--- config.mk ---
export PLATFORM = sky130hd
export DESIGN_NAME = mss_status_reg
export DESIGN_NICKNAME = d
export VERILOG_FILES = /design/src/pkg/mss_pkg.sv /design/src/rtl/mss_halt_track.sv /design/src/rtl/mss_status_reg.sv
export SDC_FILE = /design/constraint.sdc
export NUM_CORES = 1
export LEC_CHECK = 0
export BUFFER_PORTS_ARGS = -buffer_cell sky130_fd_sc_hd__buf_2
export CAP_MARGIN = 30
export CELL_PAD_IN_SITES_DETAIL_PLACEMENT = 2
export CELL_PAD_IN_SITES_GLOBAL_PLACEMENT = 2
export CORE_MARGIN = 3
export CORE_UTILIZATION = 16
export DETAILED_ROUTE_END_ITERATION = 12
export PLACE_DENSITY = 0.75
export SLEW_MARGIN = 15
export SYNTH_ARGS = -nofsm -noshare
export SYNTH_HDL_FRONTEND = slang
export SYNTH_SLANG_ARGS = --single-unit
export TNS_END_PERCENT = 50
--- constraint.sdc ---
create_clock -name CLK -period 1.57 [get_ports CLK]
set_clock_uncertainty 0.05 [all_clocks]
set_input_delay 0.3925 -clock CLK [delete_from_list [all_inputs] [get_ports CLK]]
set_output_delay 0.3925 -clock CLK [all_outputs]
set_load 0.01 [all_outputs]
--- src/pkg/mss_pkg.sv ---
// Constants for the stream-out channel status register block
package mss_pkg;

    // ------------------------------------------------------------
    // Register map
    // ------------------------------------------------------------
    localparam int          MSS_DATA_W       = 32;
    localparam logic [7:0]  MSS_STATUS_OFS   = 8'h04;

    // ------------------------------------------------------------
    // Status field positions
    // ------------------------------------------------------------
    localparam int          MSS_HALTED_BIT   = 0;
    localparam int          MSS_IDLE_BIT     = 1;
    localparam int          MSS_RSVD_BIT     = 2;
    localparam int          MSS_ENGINE_BIT   = 3;

    // ------------------------------------------------------------
    // Reset values
    // ------------------------------------------------------------
    localparam logic        MSS_HALTED_RST   = 1'h1;
    localparam logic        MSS_IDLE_RST     = 1'h0;
    localparam logic [31:0] MSS_ZERO_WORD    = 32'h0000_0000;

    // Run/stop tracking of the channel
    typedef enum logic [1:0] {
        MSS_RUNNING,
        MSS_DRAINING,
        MSS_STOPPED
    } mss_halt_t;

endpackage : mss_pkg

--- src/rtl/mss_halt_track.sv ---
// Run/stop tracker that raises the stopped flag once the channel is quiet
`timescale 1ns/100ps
module mss_halt_track
    import mss_pkg::*;
#(
    parameter bit DESC_MODE = 1'b1
) (
    input  wire logic clk,
    input  wire logic rst,
    input  wire logic run_stop,
    input  wire logic data_busy,
    input  wire logic desc_busy,
    output logic      halted
);

    mss_halt_t state_q;
    mss_halt_t state_d;
    logic      quiet;

    // ------------------------------------------------------------
    // Quiet condition per mode
    // ------------------------------------------------------------
    always_comb begin
        if (DESC_MODE) begin
            quiet = !data_busy && !desc_busy;
        end else begin
            quiet = !data_busy;
        end
    end

    // ------------------------------------------------------------
    // State machine
    // ------------------------------------------------------------
    always_comb begin
        state_d = state_q;
        unique case (state_q)
            MSS_RUNNING: begin
                if (!run_stop) begin
                    state_d = quiet ? MSS_STOPPED : MSS_DRAINING;
                end
            end
            MSS_DRAINING: begin
                if (run_stop) begin
                    state_d = MSS_RUNNING;
                end else if (quiet) begin
                    state_d = MSS_STOPPED;
                end
            end
            MSS_STOPPED: begin
                if (run_stop) begin
                    state_d = MSS_RUNNING;
                end
            end
            default: begin
                state_d = MSS_STOPPED;
            end
        endcase
    end

    always_ff @(posedge clk) begin
        if (rst) begin
            state_q <= MSS_STOPPED;
        end else begin
            state_q <= state_d;
        end
    end

    assign halted = (state_q == MSS_STOPPED);

    // ------------------------------------------------------------
    // Checks
    // ------------------------------------------------------------
    halt_run_clear_a: assert property (@(posedge clk) disable iff (rst)
        run_stop |=> !halted)
        else $error("stopped flag set while run_stop high");

    halt_set_cause_a: assert property (@(posedge clk) disable iff (rst)
        ($rose(halted) && !$past(rst)) |-> $past(!run_stop && !data_busy && (!DESC_MODE || !desc_busy)))
        else $error("stopped flag set while channel active");

    halt_set_quiet_a: assert property (@(posedge clk) disable iff (rst)
        (!run_stop && !data_busy && (!DESC_MODE || !desc_busy)) |=> halted)
        else $error("stopped flag late after channel went quiet");

    halt_lag_a: assert property (@(posedge clk) disable iff (rst)
        (!halted && data_busy) |=> !halted)
        else $error("stopped flag set while data still moving");

endmodule : mss_halt_track

--- src/rtl/mss_status_reg.sv ---
// Stream-out channel status register with halt, pause and write gating
//
// Behaviour
// - Status register sits at offset 04h
// - Bit 0 stopped flag, reset 1, read-only
// - Descriptor mode: stop after data, fetch cease
// - Simple mode: stop after data movement ceases
// - Stopped flag may lag run_stop clear
// - Stopped: pointer writes do not affect engine (passed while run_stop is high)
// - Stopped: byte count write starts nothing
// - Descriptor mode: paused at last descriptor
// - Simple mode: paused after transfer completes
// - Paused reads 0 while work remains (descriptor mode only; simple mode ignores DATA_BUSY)
// - Paused forced 0 while stopped
// - Simple mode: paused 0 before first transfer
// - Bit 2 reserved, reads zero
`timescale 1ns/100ps
module mss_status_reg
    import mss_pkg::*;
#(
    parameter bit DESC_MODE = 1'b1,
    parameter int ADDR_W    = 8
) (
    input  wire logic                  CLK,
    input  wire logic                  RST,
    // Register slave port
    input  wire logic                  REG_RD,
    input  wire logic                  REG_WR,
    input  wire logic [ADDR_W-1:0]     REG_ADDR,
    output logic      [MSS_DATA_W-1:0] REG_RDATA,
    output logic                       REG_RVALID,
    output logic                       REG_WACK,
    // Engine side
    input  wire logic                  RUN_STOP,
    input  wire logic                  DATA_BUSY,
    input  wire logic                  DESC_BUSY,
    input  wire logic                  DESC_AT_LAST,
    input  wire logic                  XFER_DONE,
    input  wire logic                  CUR_PTR_WR,
    input  wire logic                  LAST_PTR_WR,
    input  wire logic                  LENGTH_WR,
    output logic                       CUR_PTR_TAKE,
    output logic                       LAST_PTR_TAKE,
    output logic                       LENGTH_START,
    output logic                       RESUME,
    output logic                       HALTED,
    output logic                       IDLE
);

    // ------------------------------------------------------------
    // Elaboration checks
    // ------------------------------------------------------------
    if (ADDR_W < 3 || ADDR_W > 32) begin : g_bad_addr
        $error("ADDR_W must lie between 3 and 32");
    end

    logic                  halted;
    logic                  gate_writes;
    logic                  idle_q;
    logic                  idle_d;
    logic                  started_q;
    logic                  hold_q;
    logic                  last_take;
    logic                  len_take;
    logic                  hit_status;
    logic [MSS_DATA_W-1:0] status_word;
    logic [MSS_DATA_W-1:0] rdata_q;
    logic                  rvalid_q;
    logic                  wack_q;

    function automatic logic addr_hit(input logic [ADDR_W-1:0] a, input logic [7:0] ofs);
        addr_hit = (a == ADDR_W'(ofs));
    endfunction : addr_hit

    // ------------------------------------------------------------
    // Halt tracking
    // ------------------------------------------------------------
    mss_halt_track #(
        .DESC_MODE (DESC_MODE)
    ) u_halt (
        .clk       (CLK),
        .rst       (RST),
        .run_stop  (RUN_STOP),
        .data_busy (DATA_BUSY),
        .desc_busy (DESC_BUSY),
        .halted    (halted)
    );

    // ------------------------------------------------------------
    // Write gating toward the engine
    // ------------------------------------------------------------
    assign gate_writes = halted && !RUN_STOP;

    always_comb begin
        if (DESC_MODE) begin
            CUR_PTR_TAKE  = CUR_PTR_WR && !gate_writes;
            last_take     = LAST_PTR_WR && !gate_writes;
            len_take      = 1'b0;
        end else begin
            CUR_PTR_TAKE  = 1'b0;
            last_take     = 1'b0;
            len_take      = LENGTH_WR && !halted;
        end
    end

    assign LAST_PTR_TAKE = last_take;
    assign LENGTH_START  = len_take;
    assign RESUME        = last_take && idle_q;

    // ------------------------------------------------------------
    // Simple mode first-transfer tracking
    // ------------------------------------------------------------
    always_ff @(posedge CLK) begin
        if (RST) begin
            started_q <= 1'b0;
        end else if (len_take) begin
            started_q <= 1'b1;
        end
    end

    // Blocks re-pausing until the engine drops its at-last level
    always_ff @(posedge CLK) begin
        if (RST) begin
            hold_q <= 1'b0;
        end else if (last_take) begin
            hold_q <= 1'b1;
        end else if (!DESC_AT_LAST) begin
            hold_q <= 1'b0;
        end
    end

    // ------------------------------------------------------------
    // Paused flag
    // ------------------------------------------------------------
    always_comb begin
        idle_d = idle_q;
        if (DESC_MODE) begin
            if (last_take) begin
                idle_d = 1'b0;
            end else if (DESC_AT_LAST && !hold_q && !DATA_BUSY && !DESC_BUSY) begin
                idle_d = 1'b1;
            end else begin
                idle_d = 1'b0;
            end
        end else begin
            if (len_take) begin
                idle_d = 1'b0;
            end else if (XFER_DONE && started_q) begin
                idle_d = 1'b1;
            end
        end
        if (halted) begin
            idle_d = 1'b0;
        end
    end

    always_ff @(posedge CLK) begin
        if (RST) begin
            idle_q <= MSS_IDLE_RST;
        end else begin
            idle_q <= idle_d;
        end
    end

    // ------------------------------------------------------------
    // Status word and register port
    // ------------------------------------------------------------
    always_comb begin
        status_word                 = MSS_ZERO_WORD;
        status_word[MSS_HALTED_BIT] = halted;
        status_word[MSS_IDLE_BIT]   = idle_q && !halted;
        status_word[MSS_RSVD_BIT]   = 1'b0;
        status_word[MSS_ENGINE_BIT] = DESC_MODE;
    end

    assign hit_status = addr_hit(REG_ADDR, MSS_STATUS_OFS);

    always_ff @(posedge CLK) begin
        if (RST) begin
            rdata_q <= MSS_ZERO_WORD;
        end else if (REG_RD) begin
            rdata_q <= hit_status ? status_word : MSS_ZERO_WORD;
        end
    end

    always_ff @(posedge CLK) begin
        if (RST) begin
            rvalid_q <= 1'b0;
        end else begin
            rvalid_q <= REG_RD;
        end
    end

    // Writes without a read in the same cycle are acknowledged; no write has an effect
    always_ff @(posedge CLK) begin
        if (RST) begin
            wack_q <= 1'b0;
        end else begin
            wack_q <= REG_WR && !REG_RD;
        end
    end

    assign REG_RDATA  = rdata_q;
    assign REG_RVALID = rvalid_q;
    assign REG_WACK   = wack_q;
    assign HALTED     = halted;
    assign IDLE       = idle_q && !halted;

    // ------------------------------------------------------------
    // Checks
    // ------------------------------------------------------------
    status_read_a: assert property (@(posedge CLK) disable iff (RST)
        (REG_RD && hit_status) |=> (REG_RVALID && REG_RDATA[MSS_HALTED_BIT] == $past(halted)))
        else $error("status read at its offset returned wrong stopped bit");

    unmapped_zero_a: assert property (@(posedge CLK) disable iff (RST)
        (REG_RD && !hit_status) |=> (REG_RDATA == MSS_ZERO_WORD))
        else $error("unmapped read returned nonzero data");

    ptr_block_a: assert property (@(posedge CLK) disable iff (RST)
        (halted && !RUN_STOP && (CUR_PTR_WR || LAST_PTR_WR)) |-> !(CUR_PTR_TAKE || LAST_PTR_TAKE))
        else $error("pointer write reached engine while stopped");

    len_block_a: assert property (@(posedge CLK) disable iff (RST)
        halted |-> !LENGTH_START)
        else $error("byte count write started transfer while stopped");

    desc_pause_a: assert property (@(posedge CLK) disable iff (RST)
        (DESC_MODE && !halted && DESC_AT_LAST && !hold_q && !DATA_BUSY && !DESC_BUSY && !LAST_PTR_WR)
        |=> (idle_q || halted))
        else $error("paused flag missing at last descriptor");

    resume_clear_a: assert property (@(posedge CLK) disable iff (RST)
        (DESC_MODE && idle_q && LAST_PTR_TAKE) |-> RESUME ##1 !idle_q)
        else $error("last pointer write did not resume");

    simple_pause_a: assert property (@(posedge CLK) disable iff (RST)
        (!DESC_MODE && started_q && XFER_DONE && !LENGTH_START && !halted)
        |=> (idle_q || halted))
        else $error("paused flag missing after transfer");

    busy_not_paused_a: assert property (@(posedge CLK) disable iff (RST)
        (DESC_MODE && (DATA_BUSY || DESC_BUSY)) |=> !idle_q)
        else $error("paused while work in progress");

    halt_not_paused_a: assert property (@(posedge CLK) disable iff (RST)
        REG_RVALID |-> !(REG_RDATA[MSS_HALTED_BIT] && REG_RDATA[MSS_IDLE_BIT]))
        else $error("stopped and paused read together");

    first_xfer_a: assert property (@(posedge CLK) disable iff (RST)
        (!DESC_MODE && !started_q) |-> !IDLE)
        else $error("paused before first transfer");

    fixed_bits_a: assert property (@(posedge CLK) disable iff (RST)
        REG_RVALID |-> (REG_RDATA[MSS_RSVD_BIT] == 1'b0
            && REG_RDATA[MSS_DATA_W-1:MSS_ENGINE_BIT+1] == '0))
        else $error("reserved status bits nonzero");

    engine_bit_a: assert property (@(posedge CLK) disable iff (RST)
        (REG_RD && hit_status) |=> (REG_RDATA[MSS_ENGINE_BIT] == DESC_MODE))
        else $error("engine present bit wrong");

    write_ignored_a: assert property (@(posedge CLK) disable iff (RST)
        (REG_WR && !REG_RD) |=> (REG_WACK && $stable(REG_RDATA)))
        else $error("write to status had an effect");

    reset_state_a: assert property (@(posedge CLK)
        $past(RST) |-> (HALTED && !IDLE && !REG_RVALID && !REG_WACK && REG_RDATA == MSS_ZERO_WORD))
        else $error("outputs not at reset values after reset");

    hold_block_a: assert property (@(posedge CLK) disable iff (RST)
        (DESC_MODE && hold_q) |=> !idle_q)
        else $error("paused again before engine left last descriptor");

    ptr_pass_a: assert property (@(posedge CLK) disable iff (RST)
        (DESC_MODE && !(halted && !RUN_STOP)) |-> (CUR_PTR_TAKE == CUR_PTR_WR && LAST_PTR_TAKE == LAST_PTR_WR))
        else $error("pointer write blocked while channel not stopped");

    mode_block_a: assert property (@(posedge CLK) disable iff (RST)
        !DESC_MODE |-> !(CUR_PTR_TAKE || LAST_PTR_TAKE || RESUME))
        else $error("pointer write passed in simple mode");

    len_mode_a: assert property (@(posedge CLK) disable iff (RST)
        DESC_MODE |-> !LENGTH_START)
        else $error("byte count start in descriptor mode");

    len_pass_a: assert property (@(posedge CLK) disable iff (RST)
        (!DESC_MODE && LENGTH_WR && !halted) |-> LENGTH_START)
        else $error("byte count write blocked while running");

    len_clear_a: assert property (@(posedge CLK) disable iff (RST)
        (!DESC_MODE && LENGTH_START) |=> !IDLE)
        else $error("paused flag kept after new transfer start");

    pause_keep_a: assert property (@(posedge CLK) disable iff (RST)
        (!DESC_MODE && IDLE && !LENGTH_START) |=> (IDLE || HALTED))
        else $error("simple mode paused flag dropped without cause");

    idle_read_a: assert property (@(posedge CLK) disable iff (RST)
        (REG_RD && hit_status) |=> (REG_RDATA[MSS_IDLE_BIT] == $past(IDLE)))
        else $error("status read returned wrong paused bit");

endmodule : mss_status_reg

==> results of run 1 <==
## final cells by class
| type | count | area (um2) | area share [%] |
|---|---|---|---|
| clock buffers | 4 | 45.04 | 5.625 |
| repair buffers | 32 | 195.2 | 24.37 |
| inverters | 5 | 18.77 | 2.344 |
| flip-flops and latches | 9 | 182.7 | 22.81 |
| well taps | 46 | 57.56 | 7.187 |
| multi-input cells | 55 | 301.5 | 37.66 |
## synth_stat cells, types with 2 or more instances
library cell and number:
nand2b_1 5, o22ai_1 2, inv_1 5, nand2_1 3, buf_4 30, dfxtp_1 9
o32ai_1 2
## cells in the final DEF, fill, tap and decap left out, types with 2 or more instances in the layout
cell type	instances
inv_1	4
dfxtp_1	7
nand2b_1	5
conb_1	30
nand2_1	3
o32ai_1	2
buf_6	4
clkbuf_8	3
buf_2	24
dfxtp_2	2
o22ai_1	2
buf_4	4
## critical path, delay by kind of cell, from the launching register on
kind | cells | cell delay (ns)
simple gates | 2 | 0.28
compound gates | 1 | 0.14
buf+inv | 2 | 0.16
flops | 1 | 0.31
## metal layers
layer | part of all wire (%) | routed length (um) | up-vias
met4 | 0 | 0 | 0
met3 | 9.3 | 153 | 0
met1 | 30 | 489 | 231
met2 | 61 | 996 | 26
li1 | - | - | 240
met5 | 0 | 0 | -
## worst paths after layout
kind | to | cells after the start
max | RESUME | 5
min | REG_WACK | 2
min reg2reg | u_halt.state_q[0] | 1
max reg2reg | REG_RDATA[1] | 4
## timing repair
action	CTS	global route
buffers inserted	2	1
endpoints found under the setup margin	3	4
pin swaps	2	1
resized for setup	5	6
## power breakdown
part	switching, W	internal (W)	total, W
combinational	0.0000778	0.0000525	0.000130
sequential	0.00000482	0.000237	0.000242
clock	0.0000851	0.000176	0.000262
total	0.000168	0.000466	0.000634
## state kept, by name (all words and copies together) (netlist names)
signal and cells:
idle_q 1, REG_RDATA 3, REG_WACK 1, u_halt.state_q 2, hold_q 1, REG_RVALID 1
## per-stage QoR
step | utilization (%) | worst slack, ns | instances
3_3_place_gp | 19.87 | 0.01657 | 144
3_5_place_dp | 19.87 | -0.005647 | 144
4_1_cts | 21.95 | -0.03955 | 150
6_report | 22.91 | 0.004577 | 151
5_1_grt | 22.91 | -0.03872 | 151
2_1_floorplan | - | 0.1997 | 100
## cells by family after synthesis
kind of cell / count (synthesis)
buffers and inverters: 36
and+or+nand+nor: 18
DFF: 9
AOI/OAI and AO/OA: 7
other: 1
==> key figures, run 1 <==
Run status
  – Outcome: finished clean

Timing
  – Period utilization: 99.71%
  – Final Slew Violations: 0
  – Tmin final: 1.565 ns
  – Hold WS: 0.3398 ns
  – Fmax: 638.8 MHz
  – RSZ-0062 raised after global routing: yes
  – Setup-failing EPs final: 0
  – Setup Total Neg Slack: 0 ns
  – Final Hold Vio Count: 0

Global route
  – Met2 Usage GRT: 14.70%
  – Grt ovf: 0
  – Global Route met1 Usage: 5.534%
  – Gr usage total: 6.836%
  – GR peak layer: met2
  – GR Util met3: 0.6656%
  – Pin count of the biggest net entering global routing: 10
  – First-pass GRT wire length: 2.297 mm
  – Number of global-route vias before repair: 531
  – Initial antenna violation count: 0

Drt
  – Vias: 497
  – Post-route ant nets: 0
  – DR WL/cell: 10.86 um
  – # DRC: 0
  – Total wire length: 1.640 mm
  – TritonRoute pass-1 iters: 3
  – DR iter-0 viols: 4
  – Via/cell ratio: 3.291

Yosys
  – Compound-Gate Fraction of Synth Area: 7.835%
  – Post-Syn Area: 606.8 um2
  – Syn Area/Cell: 8.547 um2
  – Xor/xnor share of the synthesized area: 0%
  – Yosys Warn Count: 0
  – Simple-gate share of the synthesized area: 21.03%
  – Area leader, netlist: buf_4
  – #FFs+latches synth: 9
  – Post-synthesis sequential area ratio: 29.69%
  – Cell count after synthesis: 71
  – EDFF count, synth: 0
  – Post-synth top flop: dfxtp_1
  – Area contributors post-synth: buf_4 (37%), dfxtp_1 (30%), nand2b_1 (5.2%), inv_1 (3.1%), o32ai_1 (2.9%)
  – Mux share of post-synthesis cell area: 0%
  – Main combinational cell family by area after synthesis: buffers and inverters
  – Ys async rst share: 0%
  – Synth Area in Adders: 0%
  – Synth unique cells: 22
  – Synth top area share: 37.11%

Setup path
  – FF-to-FF setup slack: 0.48 ns
  – Arr. time, crit path: 1.12 ns
  – RR Startpoint: u_halt.state_q[0]
  – Startpoint Class: flop
  – CP max FO: 2
  – Critical path endpoint category: primary output
  – Slowest-stage cell, CP: dfxtp_2
  – Delay of the slowest cell on the worst path: 0.31 ns
  – Crit. Startpoint: u_halt.state_q[0]
  – Critical path type: reg -> out
  – Critical Path RT: 1.13 ns
  – Crit path cell chain: nand2b_4, o21ai_4, inv_2, and2_4, buf_6

Floorplan
  – Core footprint: 3495 um2
  – Num rows: 21
  – Die area: 4568 um2
  – Starting density of the core: 17.36%
  – Num ports: 60
  – Die H: 67.59 um
  – Die Wd: 67.59 um

Clock network
  – Num CTS Buffers: 3
  – Root buf cell: clkbuf_8
  – Hold buffer count at CTS: 0
  – H-tree levels: 1
  – Sink Count: 9
  – Clock insertion delay at the later pin of the skew report: 0.23 ns
  – Reg clk slew, reported paths: 0.04 ns
  – CTS tree: built
  – Longest Clk Path Bufs: 2

Cells and area
  – Layout cells sized above 1: 40.95%
  – Final nets: 126
  – # diodes: 0
  – FILL cells: 419
  – Design area: 800.8 um2
  – Area growth syn-to-layout: 31.96%

Placement
  – Routability Congestion: 0.6056
  – Cell Area, Placed: 694.4 um2
  – Detailed Place HPWL: 1.321 mm
  – Port Buf Inserts: 27

Worst hold path
  – Hold path start: REG_RD
  – Hold Path Class: in -> reg

Flow run
  – Total of max-cap violations: 0

Power and ir drop
  – Total power: 0.0006340 W
  – Leak: 0.4184 nW
  – Peak supply drop: 0.1892 mV
  – Pwr per Cell Area: 791.8 nW/um2
Note: power is estimated with default switching activity, not from simulation.
==> run 2, diff against run 1 <==
==> constraint.sdc (replaced) <==
create_clock -name CLK -period 1.7 [get_ports CLK]
set_clock_uncertainty 0.05 [all_clocks]
set_input_delay 0.425 -clock CLK [delete_from_list [all_inputs] [get_ports CLK]]
set_output_delay 0.425 -clock CLK [all_outputs]
set_load 0.01 [all_outputs]
==> run 2 against run 1 <==
Compared with the run above: worst hold slack better by 0.021 ns; combinational power down 20%; wire length down 6.7%; critical path depth unchanged; die area unchanged; largest cell class unchanged; first-iteration DRC count up 50%; sequential power down 7%; critical path type unchanged.
==> key figures, run 2 (same netlist as run 1, synthesis figures left out) <==
Timing
  – Final setup margin: 0.06003 ns (+0.05546 ns)
  – Final Hold Vio Count: 0 (unchanged)
  – Tmin final: 1.640 ns
  – Setup Total Neg Slack: 0 ns (unchanged)
  – Setup-failing EPs final: 0 (unchanged)
  – Final Slew Violations: 0 (unchanged)
  – Period utilization: 96.47%
  – Fmax: 609.8 MHz

Clock network
  – Root buf cell: clkbuf_8
  – H-tree levels: 1 (unchanged)
  – Num CTS Buffers: 3 (unchanged)
  – Hold buffer count at CTS: 0 (unchanged)
  – Reg clk slew, reported paths: 0.04 ns (about the same)
  – CTS tree: built
  – Longest Clk Path Bufs: 2 (unchanged)
  – Clock insertion delay at the later pin of the skew report: 0.22 ns (about the same)
  – Sink Count: 9 (unchanged)

Placement
  – Port Buf Inserts: 27 (unchanged)
  – Routability Congestion: 0.5908 (-2.4%)
  – Detailed Place HPWL: 1.342 mm (+1.6%)
  – Post-place setup slack: 0.02406 ns (+0.02971 ns)

Drt
  – Via/cell ratio: 3.289 (about the same)
  – # DRC: 0 (unchanged)
  – DR iter-0 viols: 6 (+2)
  – WL met2: 876 um (-12%)
  – Total wire length: 1.530 mm (-6.7%)
  – TritonRoute pass-1 iters: 2 (-1)
  – Post-route ant nets: 0 (unchanged)
  – DR WL/cell: 10.27 um (-5.5%)
  – Metal1 wirelength: 474 um (-3.1%)
  – Vias: 490 (-1.4%)
  – Max layer used: met4
  – Met3 wire length: 154 um (+0.65%)

Power and ir drop
  – Sw power: 0.0001474 W (-12%)
  – Combinational Power Share: 18.3% (-2.3 points)
  – Total power: 0.0005677 W (-10%)
  – Leak: 0.4032 nW (-3.6%)
  – P_int: 0.0004203 W (-9.9%)
  – Peak supply drop: 0.1388 mV (-27%)
  – Sequential share of power: 39.4% (+1.2 points)
  – Power share of the clock group: 42.3% (+1.1 points)
  – Switching share of total power: 25.96% (-0.49 points)
  – Pwr per Cell Area: 753.7 nW/um2 (-4.8%)

Global route
  – Gr usage total: 5.874% (-0.96 points)
  – Pin count of the biggest net entering global routing: 10 (unchanged)
  – Initial antenna violation count: 0 (unchanged)
  – Grt ovf: 0 (unchanged)
  – First-pass GRT wire length: 1.994 mm (-13%)
  – Number of global-route vias before repair: 453 (-15%)

Cells and area
  – Layout cells sized above 1: 37.86% (-3.1 points)
  – Commonest cells after routing, fill and taps aside: conb_1 (30), buf_2 (27), dfxtp_1 (7)
  – # diodes: 0 (unchanged)
  – Commonest non-fill, non-tap cell in the layout: conb_1
  – Final nets: 124 (-1.6%)
  – FILL cells: 428 (+2.1%)
  – Multi-input combinational cell area: 291.5 um2 (-3.3%)
  – Area growth syn-to-layout: 24.12%
  – FF+latch area: 182.7 um2 (unchanged)
  – Largest register FFs: 3 (unchanged)

Floorplan
  – Core footprint: 3495 um2 (unchanged)
  – Starting density of the core: 17.36% (unchanged)
  – Num ports: 60 (unchanged)
  – Die Wd: 67.59 um (unchanged)
  – Die area: 4568 um2 (unchanged)
  – Die H: 67.59 um (unchanged)
  – Num rows: 21 (unchanged)

Setup path
  – Delay of the slowest cell on the worst path: 0.31 ns (about the same)
  – Critical path depth: 5 (unchanged)
  – Startpoint Class: flop
  – WP buf/inv: 2 (unchanged)
  – CP delay by family, top: flip-flops
  – Slowest-stage cell, CP: dfxtp_2
  – Critical path type: reg -> out
  – R2R depth: 4 (unchanged)
  – Critical Path RT: 1.22 ns (+0.09 ns)
  – Arr. time, crit path: 1.16 ns (+0.04 ns)
  – CP max FO: 4 (+2)
  – Critical path endpoint category: primary output
  – Crit path cell chain: nand2b_4, o21ai_2, inv_1, and2_1, buf_2

Run status
  – Outcome: finished clean

Worst hold path
  – Hold Crit Depth: 2 (unchanged)
  – Hold Path Class: in -> reg

Flow run
  – Total of max-cap violations: 0 (unchanged)
run 2: cell count changes in the layout (fill, tap and decap cells not counted), sizes merged:
cell / before / now
buf: 32 / 30
run 2: layer usage:
layer  vias to the layer above  track usage (%)
met4                         0            3.038
li1                        235                -
met2                        28            12.39
met5                         -                0
met3                         2            1.331
met1                       225            4.842
run 2: what timing repair did:
action,CTS,global route
endpoints found under the setup margin,1,1
buffers inserted,0,3
gates resized for setup,3,1
pin swaps,0,2
run 2: power by group through the flow:
stage	logic, W	registers [W]	clock network, W
3_3_place_gp	0.0000912	0.000226	0
6_report	0.000104	0.000224	0.000240
3_5_place_dp	0.0000947	0.000227	0
4_1_cts	0.0000967	0.000224	0.000246
2_1_floorplan	0.000107	0.000227	0
5_1_grt	0.000118	0.000224	0.000258
run 2: final cells by class:
class | instances | share of cell area (%)
Clock buffer | 4 | 5.980
Inverter | 5 | 2.492
Multi-Input combinational cell | 55 | 38.70
Sequential cell | 9 | 24.25
Tap cell | 46 | 7.641
Timing Repair Buffer | 30 | 20.93
run 2: through the flow:
stage	hold WS, ns	utilization (%)	std cells	cell area (um2)
global placement	0.3979	19.44	142	679.4
detailed placement	0.4226	19.44	142	679.4
CTS	0.3617	20.87	146	729.5
global route	0.3731	21.55	149	753.2
floorplan	0.3867	-	100	715.7
finish	0.3612	21.55	149	753.2
run 2: worst paths after layout:
check                         start                 to  slack (ns)
setup / recovery  u_halt.state_q[0]             RESUME        0.06
hold / removal               REG_RD           REG_WACK        0.36
setup reg to reg  u_halt.state_q[0]       REG_RDATA[1]        0.64
hold reg to reg   u_halt.state_q[1]  u_halt.state_q[0]        0.42
run 2: worst register-to-register path, cell delays in order, from the launching register on:
cell and delay, ns:
dfxtp_2 0.32, nand2b_4 0.13, buf_4 0.12, nand2_1 0.07, o32ai_1 0.27
